$ cat config.mk
export PLATFORM = sky130hd
export DESIGN_NAME = acrp_port
export DESIGN_NICKNAME = d
export VERILOG_FILES = /design/src/hw/acrp_port.v /design/src/hw/acrp_sync.v
export VERILOG_INCLUDE_DIRS = /design/src /design/src/include
export SDC_FILE = /design/constraint.sdc
export NUM_CORES = 1
export LEC_CHECK = 0
export BUFFER_PORTS_ARGS = -buffer_cell sky130_fd_sc_hd__buf_4
export CAP_MARGIN = 5
export CORE_ASPECT_RATIO = 1.25
export CORE_MARGIN = 5
export CORE_UTILIZATION = 60
export CTS_CLUSTER_DIAMETER = 100
export DETAILED_ROUTE_END_ITERATION = 6
export GPL_ROUTABILITY_DRIVEN = 0
export PLACE_DENSITY = 0.74
export REMOVE_ABC_BUFFERS = 1
export SYNTH_ARGS = -nofsm -noshare
export SYNTH_HDL_FRONTEND = slang
export SYNTH_SLANG_ARGS = --single-unit
$ cat constraint.sdc
create_clock -name ref_clk -period 5.4 [get_ports ref_clk]
set_clock_uncertainty 0.2 [all_clocks]
set_input_delay 0.27 -clock ref_clk [delete_from_list [all_inputs] [get_ports ref_clk]]
set_output_delay 0.27 -clock ref_clk [all_outputs]
set_load 0.05 [all_outputs]
$ cat src/include/acrp_regs.vh
// constants for the adc command and readback port
// assumes a 250 MHz ref_clk; serial pins are sampled, not used as clocks
`ifndef ACRP_REGS_VH
`define ACRP_REGS_VH
// register map
`define ACRP_NUM_REGS 5'd18
`define ACRP_LAST_REG 5'h11
`define ACRP_REG_INPMUX 5'h02
`define ACRP_REG_PGA 5'h03
`define ACRP_REG_DATARATE 5'h04
`define ACRP_REG_REF 5'h05
`define ACRP_REG_IDACMAG 5'h06
`define ACRP_REG_IDACMUX 5'h07
`define ACRP_REG_SYS 5'h09
`define ACRP_REG_OFC0 5'h0a
`define ACRP_REG_OFC1 5'h0b
`define ACRP_REG_OFC2 5'h0c
// restart masks for partially watched registers
`define ACRP_MASK_REF 8'h3f
`define ACRP_MASK_IDACMAG 8'h0f
`define ACRP_MASK_SYS 8'he0
// sys register option bits
`define ACRP_SYS_CRC_BIT 1
`define ACRP_SYS_STAT_BIT 0
// command encodings
`define ACRP_OP_RDATA 7'h09
`define ACRP_OP_SELF_OFFSET_CAL_CMD 8'h19
`define ACRP_OP_REGISTER_READ_CMD 3'h1
`define ACRP_OP_REGISTER_WRITE_CMD 3'h2
// crc polynomial for the optional check byte
`define ACRP_CRC_POLY 8'h07
// device clock periods of quiet before the next ready (figure as printed)
`define ACRP_QUIET_TCLK 28
`endif

$ cat src/hw/acrp_port.v
// serial command interpreter and conversion readback of the converter
// assumes ref_clk far faster than sclk; pins are synchronised here
`timescale 1ns/1ns
`default_nettype none
`include "acrp_regs.vh"
module acrp_port (
    input wire ref_clk,
    input wire arst_n,
    input wire sclk,
    input wire cs_n,
    input wire din,
    input wire reset_pin_n,
    input wire timeout_evt,
    input wire converting,
    input wire conv_done,
    input wire [23:0] conv_data,
    input wire cal_done,
    input wire [23:0] cal_offset,
    output reg serial_out_with_ready,
    output wire serial_out_oe,
    output reg data_ready_n,
    output reg filter_restart,
    output reg cal_start,
    output reg inputs_to_midsupply,
    output reg [7:0] sys_cfg
);
    ////////////////////////////////////////////////////////////////////////
    // pin synchronisers
    wire sclk_s;
    wire cs_n_s;
    wire din_s;
    wire rstp_s;
    acrp_sync u_sclk (.ref_clk(ref_clk), .arst_n(arst_n), .rst_val(1'b0),
        .d(sclk), .q(sclk_s));
    acrp_sync u_cs (.ref_clk(ref_clk), .arst_n(arst_n), .rst_val(1'b1),
        .d(cs_n), .q(cs_n_s));
    acrp_sync u_din (.ref_clk(ref_clk), .arst_n(arst_n), .rst_val(1'b0),
        .d(din), .q(din_s));
    acrp_sync u_rstp (.ref_clk(ref_clk), .arst_n(arst_n), .rst_val(1'b1),
        .d(reset_pin_n), .q(rstp_s));

    // edge detect on the synchronised copies
    reg sclk_d;
    reg cs_d;
    reg rstp_d;
    wire rise = sclk_s & ~sclk_d;
    wire fall = ~sclk_s & sclk_d;
    wire cs_rise = cs_n_s & ~cs_d;
    // reset pin toggle aborts like cs high
    wire rstp_tog = rstp_s ^ rstp_d;
    wire abort = cs_rise | timeout_evt | rstp_tog;
    always @(posedge ref_clk or negedge arst_n) begin
        if (!arst_n) begin
            sclk_d <= 1'b0;
            cs_d <= 1'b1;
            rstp_d <= 1'b1; // reset pin idles high, no false toggle
        end else begin
            sclk_d <= sclk_s;
            cs_d <= cs_n_s;
            rstp_d <= rstp_s;
        end
    end

    assign serial_out_oe = ~cs_n_s;

    ////////////////////////////////////////////////////////////////////////
    // register storage
    reg [7:0] regs [0:17];
    integer i;

    ////////////////////////////////////////////////////////////////////////
    // interpreter state
    localparam ST_IDLE = 3'd0;
    localparam ST_RCNT = 3'd1;
    localparam ST_WCNT = 3'd2;
    localparam ST_RDAT = 3'd3;
    localparam ST_WDAT = 3'd4;
    localparam ST_CMDR = 3'd5;
    reg [2:0] state;
    reg [7:0] rx;        // incoming byte shifter
    reg [2:0] rx_cnt;    // bits taken in this byte
    reg [7:0] tx;        // outgoing byte shifter
    reg [2:0] tx_cnt;
    reg [4:0] addr;
    reg [5:0] left;      // bytes remaining in a block
    reg [23:0] holder;   // data-holding copy
    reg [23:0] shifter;  // direct readback copy
    reg [23:0] cmd_copy; // frozen copy for a read by command
    reg [2:0] fidx;      // byte index within frame
    reg [7:0] crc;
    reg first_fall;

    // frame length and byte selector from the option bits
    wire stat_en = sys_cfg[`ACRP_SYS_STAT_BIT];
    wire crc_en = sys_cfg[`ACRP_SYS_CRC_BIT];
    wire [2:0] flen = 3'd3 + {2'b00, stat_en} + {2'b00, crc_en};

    // crc over the three data bytes, msb first
    function [7:0] crc8;
        input [23:0] d;
        integer k;
        reg [7:0] c;
        begin
            c = 8'h00;
            for (k = 23; k >= 0; k = k - 1) begin
                if (c[7] ^ d[k])
                    c = {c[6:0], 1'b0} ^ `ACRP_CRC_POLY;
                else
                    c = {c[6:0], 1'b0};
            end
            crc8 = c;
        end
    endfunction

    // pick a frame byte; status byte carries ready flag in bit 6
    function [7:0] frame_byte;
        input [2:0] idx;
        input [23:0] d;
        input s_en;
        input [7:0] c;
        input rdy_n;
        reg [2:0] j;
        begin
            j = s_en ? idx : idx + 3'd1;
            case (j)
                3'd0: frame_byte = {1'b0, ~rdy_n, 6'h00};
                3'd1: frame_byte = d[23:16];
                3'd2: frame_byte = d[15:8];
                3'd3: frame_byte = d[7:0];
                3'd4: frame_byte = c;
                default: frame_byte = 8'h00;
            endcase
        end
    endfunction

    wire [7:0] rbyte = (addr <= `ACRP_LAST_REG) ? regs[addr] : 8'h00;
    wire [2:0] fnext = (fidx + 3'd1 == flen) ? 3'd0 : fidx + 3'd1;
    wire [7:0] byte_in = {rx[6:0], din_s};
    wire byte_done = rise & (rx_cnt == 3'd7) & ~cs_n_s;

    // first byte of a fresh direct frame, and the next byte of a stream
    wire [7:0] first_byte = frame_byte(3'd0, conv_data, stat_en,
        crc8(conv_data), 1'b0);
    wire [23:0] stream_src = (state == ST_CMDR) ? cmd_copy : shifter;
    wire [7:0] stream_crc = (state == ST_CMDR) ? crc8(cmd_copy) : crc;
    wire [7:0] fbyte = frame_byte(fnext, stream_src, stat_en, stream_crc,
        data_ready_n);

    // write restart test on the watched bits
    function [7:0] watch_mask;
        input [4:0] a;
        begin
            case (a)
                `ACRP_REG_INPMUX, `ACRP_REG_PGA, `ACRP_REG_DATARATE,
                `ACRP_REG_IDACMUX: watch_mask = 8'hff;
                `ACRP_REG_REF: watch_mask = `ACRP_MASK_REF;
                `ACRP_REG_IDACMAG: watch_mask = `ACRP_MASK_IDACMAG;
                `ACRP_REG_SYS: watch_mask = `ACRP_MASK_SYS;
                default: watch_mask = 8'h00;
            endcase
        end
    endfunction

    ////////////////////////////////////////////////////////////////////////
    // main interpreter: rx on rising edges, tx changes on falling edges
    always @(posedge ref_clk or negedge arst_n) begin
        if (!arst_n) begin
            state <= ST_IDLE;
            rx <= 8'h00;
            rx_cnt <= 3'd0;
            tx <= 8'h00;
            tx_cnt <= 3'd0;
            addr <= 5'd0;
            left <= 6'd0;
            holder <= 24'h000000;
            shifter <= 24'h000000;
            cmd_copy <= 24'h000000;
            fidx <= 3'd0;
            crc <= 8'h00;
            first_fall <= 1'b0;
            data_ready_n <= 1'b1;
            serial_out_with_ready <= 1'b1;
            filter_restart <= 1'b0;
            cal_start <= 1'b0;
            inputs_to_midsupply <= 1'b0;
            sys_cfg <= 8'h10;
            for (i = 0; i < 18; i = i + 1)
                regs[i] <= 8'h00;
        end else begin
            filter_restart <= 1'b0;
            cal_start <= 1'b0;
            sys_cfg <= regs[`ACRP_REG_SYS];
            // new result: holder always, shifter only if no reg read
            if (conv_done) begin
                holder <= conv_data;
                if (state != ST_RDAT && state != ST_RCNT) begin
                    shifter <= conv_data;
                    crc <= crc8(conv_data);
                    data_ready_n <= 1'b0;
                    first_fall <= 1'b1;
                end
                // restart the direct frame only when no command stream runs
                if (state == ST_IDLE) begin
                    fidx <= 3'd0;
                    tx_cnt <= 3'd0;
                    // msb out now; a leading status byte makes it read low
                    serial_out_with_ready <= first_byte[7];
                    tx <= {first_byte[6:0], 1'b0};
                end
            end
            // calibration finishes into the offset registers
            if (cal_done) begin
                inputs_to_midsupply <= 1'b0;
                regs[`ACRP_REG_OFC0] <= cal_offset[7:0];
                regs[`ACRP_REG_OFC1] <= cal_offset[15:8];
                regs[`ACRP_REG_OFC2] <= cal_offset[23:16];
            end
            if (rise & ~cs_n_s) begin
                rx <= byte_in;
                rx_cnt <= rx_cnt + 3'd1;
            end
            // falling edge: shift out, ready back high on first one
            if (fall & ~cs_n_s) begin
                // a new result in the same cycle keeps ready low
                if (first_fall && !conv_done) begin
                    data_ready_n <= 1'b1;
                    first_fall <= 1'b0;
                end
                serial_out_with_ready <= tx[7];
                tx <= {tx[6:0], 1'b0};
                tx_cnt <= tx_cnt + 3'd1;
                if (tx_cnt == 3'd7) begin
                    // next byte goes out at once so its msb meets the rise
                    if (state == ST_RDAT) begin
                        serial_out_with_ready <= rbyte[7];
                        tx <= {rbyte[6:0], 1'b0};
                    end else begin
                        fidx <= fnext;
                        serial_out_with_ready <= fbyte[7];
                        tx <= {fbyte[6:0], 1'b0};
                    end
                end
            end
            if (abort) begin
                state <= ST_IDLE;
                rx_cnt <= 3'd0;
                tx_cnt <= 3'd0;
            end else if (byte_done) begin
                case (state)
                    ST_IDLE: begin
                        // full duplex decode, also during direct readback
                        if (byte_in[7:1] == `ACRP_OP_RDATA) begin
                            state <= ST_CMDR;
                            // last index, so the closing fall loads byte 0
                            fidx <= flen - 3'd1;
                            cmd_copy <= holder;
                        end else if (byte_in[7:5] == `ACRP_OP_REGISTER_READ_CMD) begin
                            addr <= byte_in[4:0];
                            state <= ST_RCNT;
                        end else if (byte_in[7:5] == `ACRP_OP_REGISTER_WRITE_CMD) begin
                            addr <= byte_in[4:0];
                            state <= ST_WCNT;
                        end else if (byte_in == `ACRP_OP_SELF_OFFSET_CAL_CMD) begin
                            if (converting) begin
                                cal_start <= 1'b1;
                                inputs_to_midsupply <= 1'b1;
                            end
                        end else begin
                            tx <= frame_byte(fnext, shifter, stat_en, crc,
                                data_ready_n);
                        end
                    end
                    ST_RCNT: begin
                        left <= {1'b0, byte_in[4:0]} + 6'd1;
                        state <= ST_RDAT;
                        tx <= rbyte;
                    end
                    ST_WCNT: begin
                        left <= {1'b0, byte_in[4:0]} + 6'd1;
                        state <= ST_WDAT;
                    end
                    ST_RDAT: begin
                        // byte sent; move to next address
                        addr <= addr + 5'd1;
                        left <= left - 6'd1;
                        if (left == 6'd1)
                            state <= ST_IDLE;
                    end
                    ST_WDAT: begin
                        if (addr <= `ACRP_LAST_REG) begin
                            regs[addr] <= byte_in;
                            if (((regs[addr] ^ byte_in) & watch_mask(addr))
                                != 8'h00 && converting) begin
                                filter_restart <= 1'b1;
                                data_ready_n <= 1'b1;
                                shifter <= 24'h000000;
                                holder <= 24'h000000;
                            end
                        end
                        addr <= addr + 5'd1;
                        left <= left - 6'd1;
                        if (left == 6'd1)
                            state <= ST_IDLE;
                    end
                    ST_CMDR: begin
                        // done after a full frame
                        if (fnext == 3'd0)
                            state <= ST_IDLE;
                    end
                    default: state <= ST_IDLE;
                endcase
            end
        end
    end
endmodule
`default_nettype wire

$ cat src/hw/acrp_sync.v
// two flip-flop synchroniser for one level from outside the clock domain
// assumes ref_clk domain and an async active-low reset
`timescale 1ns/1ns
`default_nettype none
module acrp_sync (
    input wire ref_clk,
    input wire arst_n,
    input wire rst_val,
    input wire d,
    output reg q
);
    // stages hold the level relative to rst_val, so both reset to zero
    // and the output still starts at the pin's idle level
    reg meta_x;
    reg q_x;
    // first stage is read only by the second stage
    always @(posedge ref_clk or negedge arst_n) begin
        if (!arst_n) begin
            meta_x <= 1'b0;
            q_x <= 1'b0;
        end else begin
            meta_x <= d ^ rst_val;
            q_x <= meta_x;
        end
    end
    // undo the offset on the second stage only
    always @* begin
        q = q_x ^ rst_val;
    end
endmodule
`default_nettype wire

==> results.json <==
{
  "wirelength_um": 41600,
  "port-buffer-count": 71,
  "timing.rr.end": "tx[3]",
  "syn_avg_cell_area_sq_um": 10.5,
  "stdcell_area_sq_mm": 0.0176,
  "cts.sinks": 287,
  "cp.required_ps": 5660,
  "ff2ff_path_depth": 14,
  "min_path_cells": 3,
  "hold_path_class": "input pin to flip-flop",
  "syn_inst": 1464,
  "rsz0062_at_grt": "false",
  "whs_ps": 21.5,
  "vdd_drop_max_mv": 0.274,
  "path_clk_slew_ps": 70,
  "area_growth_pct": 14.5,
  "cts_resized": 0,
  "synth_most_common_cell": "dfrtp_1",
  "end_kind": "flip-flop",
  "status": "complete, no violations",
  "fmax_ghz": 0.210,
  "yosys_most_used_dff": "dfrtp_1",
  "h-tree-depth": 1,
  "post_drt_wl_per_cell_um": 22.0,
  "grt_pass1_wl_um": 67400,
  "die_h_um": 189,
  "criticalPathCategory": "flip-flop to flip-flop",
  "viasPerCell": 6.16,
  "post-place-ws_ps": 849,
  "syn_area_sq_mm": 0.0154,
  "die_x_um": 153,
  "stdcell_count": 1894,
  "min_period_over_period_pct": 88.0,
  "ys_warn_count": 0,
  "synth.cells.most_frequent": "282 x dfrtp_1, 220 x nand2_1, 124 x nor2_1",
  "io_pins": 72,
  "core_area_sq_mm": 0.0253,
  "maxCapViolations": 0,
  "synth_area_leaders": "dfrtp_1 46%, mux2_2 8.7%, mux2i_1 5.6%",
  "fin_nets": 1615,
  "grt_usage_pct": 28.7,
  "netlist.area_leader.share_pct": 45.9,
  "numCtsBuffers": 29,
  "grt_max_degree": 136,
  "worstMarginPinSlew_ps": 1200,
  "dr.pass1.iters": 6,
  "synth-seq-area-share_pct": 46.7,
  "ctsRootBufferMaster": "clkbuf_16",
  "setup_viol": 0,
  "hold_start": "cal_done",
  "timing.final.ws_setup_ps": 646,
  "num_antenna_cells": 0,
  "synth_top_cell_by_area": "dfrtp_1",
  "cp-start-kind": "flip-flop",
  "placed_cells": 1790,
  "grt_overflow": 0,
  "start_util_pct": 60.8,
  "antenna_found_initial": 0,
  "cts_hold_buf": 53,
  "rr_startpoint": "sys_cfg[0]",
  "tns_ps": 0,
  "drt_iter0_drc": 1108,
  "cts_max_path_buffers": 3,
  "clock_latency_ps": 550,
  "async_reset_ff_share_pct": 100,
  "fin_crit_ps": 4750,
  "cts_tree": "yes",
  "grt_pass1_vias": 12200,
  "postPlaceCellArea_sq_mm": 0.0161,
  "post-route-drc-count": 0,
  "die_area_sq_mm": 0.0290,
  "p_leak_nw": 8.28,
  "crit_fanout": 20,
  "cts_setup_buffers": 0,
  "slew_viol_final": 0,
  "antenna_left": 0,
  "synth.distinct_cells": 66,
  "critical_path_arrival_ps": 5020,
  "drive_gt1_share_pct": 19.9,
  "powerDensity_mw_per_mm2": 298,
  "holdPathEnd": "inputs_to_midsupply",
  "synth-edff-count": 0,
  "r2r_slack_ps": 650,
  "hold_violations": 0,
  "ys_ff_latch": 287,
  "place_hpwl_um": 27500,
  "route.vias.total": 11700,
  "slew_headroom_pct": 19.7,
  "rows": 65
}
==> placed cells by master (no fill, tap or decap), types with 6 or more instances in the layout <==
cell type and instances:
a21oi_1 78, a222oi_1 8, a22o_1 6, a22oi_1 17
a31oi_1 9, buf_4 89, clkbuf_1 6, clkbuf_16 29
dfrtp_1 281, dlygate4sd3_1 53, ha_1 18, inv_1 22
mux2_2 119, mux2i_1 86, mux4_2 32, nand2_1 220
nand3_1 31, nor2_1 124, nor3_1 13, nor3b_1 6
o21ai_0 65, o311ai_0 7, xnor2_1 90, xnor3_1 7
xor2_1 28
==> report_power, final <==
part	switching (mW)	internal, mW	total, mW
logic	0.425	0.310	0.736
registers	0.185	2.27	2.45
clock network	0.857	1.20	2.06
==> worst max-delay path by stage <==
stage	start	end	slack [ps]	cells after the start
after CTS	sys_cfg[0]	tx[3]	840	14
after floorplan	addr[0]	regs[112]	330	5
final	sys_cfg[0]	tx[3]	650	14
after global placement	sys_cfg[0]	tx[3]	950	14
after detailed placement	sys_cfg[0]	tx[3]	850	14
after global routing	sys_cfg[0]	serial_out_with_ready	460	14
==> cell type report <==
type / count / area, sq um
inverter: 22 / 82.6
sequential: 287 / 7190
multi-input combinational: 1054 / 7700
timing repair buffer: 145 / 1250
clock buffer: 40 / 817
tap: 335 / 419
fill: 1842 / 7690
clock inverter: 11 / 143
==> worst max-delay path, cell delays in order (launching register included) <==
cell and delay, ps:
dfrtp_1 320, buf_4 260, inv_1 180, ha_1 440
or3_1 400, mux2i_1 210, or2_1 320, ha_1 320
or2_2 330, or3_1 350, a31oi_1 510, nand2_1 330
o31ai_1 300, nand3_1 100, o211ai_1 100
==> cell families after synthesis <==
kind of cell / count (synthesis) / share of synthesized area, %
buffers and inverters: 123 / 3.34
flip-flops: 287 / 46.7
XOR/XNOR: 125 / 7.74
multiplexers: 237 / 19.0
AND/OR/NAND/NOR: 438 / 12.1
AO/OA/AOI/OAI: 236 / 9.65
adder cells (fa/ha/maj): 18 / 1.46
==> registers in the layout, summed over array words and instances (netlist names), 7 cells and up <==
signal	cells
holder	24
shifter	24
rx	7
sys_cfg	8
tx	8
cmd_copy	24
crc	8
regs	144
==> through the flow <==
step                      util, %  total power [mW]
after floorplan                 -              2.84
after global placement       63.7              3.16
after detailed placement     63.7              3.17
after CTS                    69.6              5.25
after global routing         69.6              5.44
final                        69.6              5.24
==> layer usage <==
metal	track usage, %	vias to the layer above	routed length, um
li1	-	5262	-
met4	13.4	0	2260
met5	0	-	0
met2	49.3	459	20600
met1	35.9	5785	16200
met3	4.25	164	2470
No activity file was read; power rests on OpenSTA's default activity.
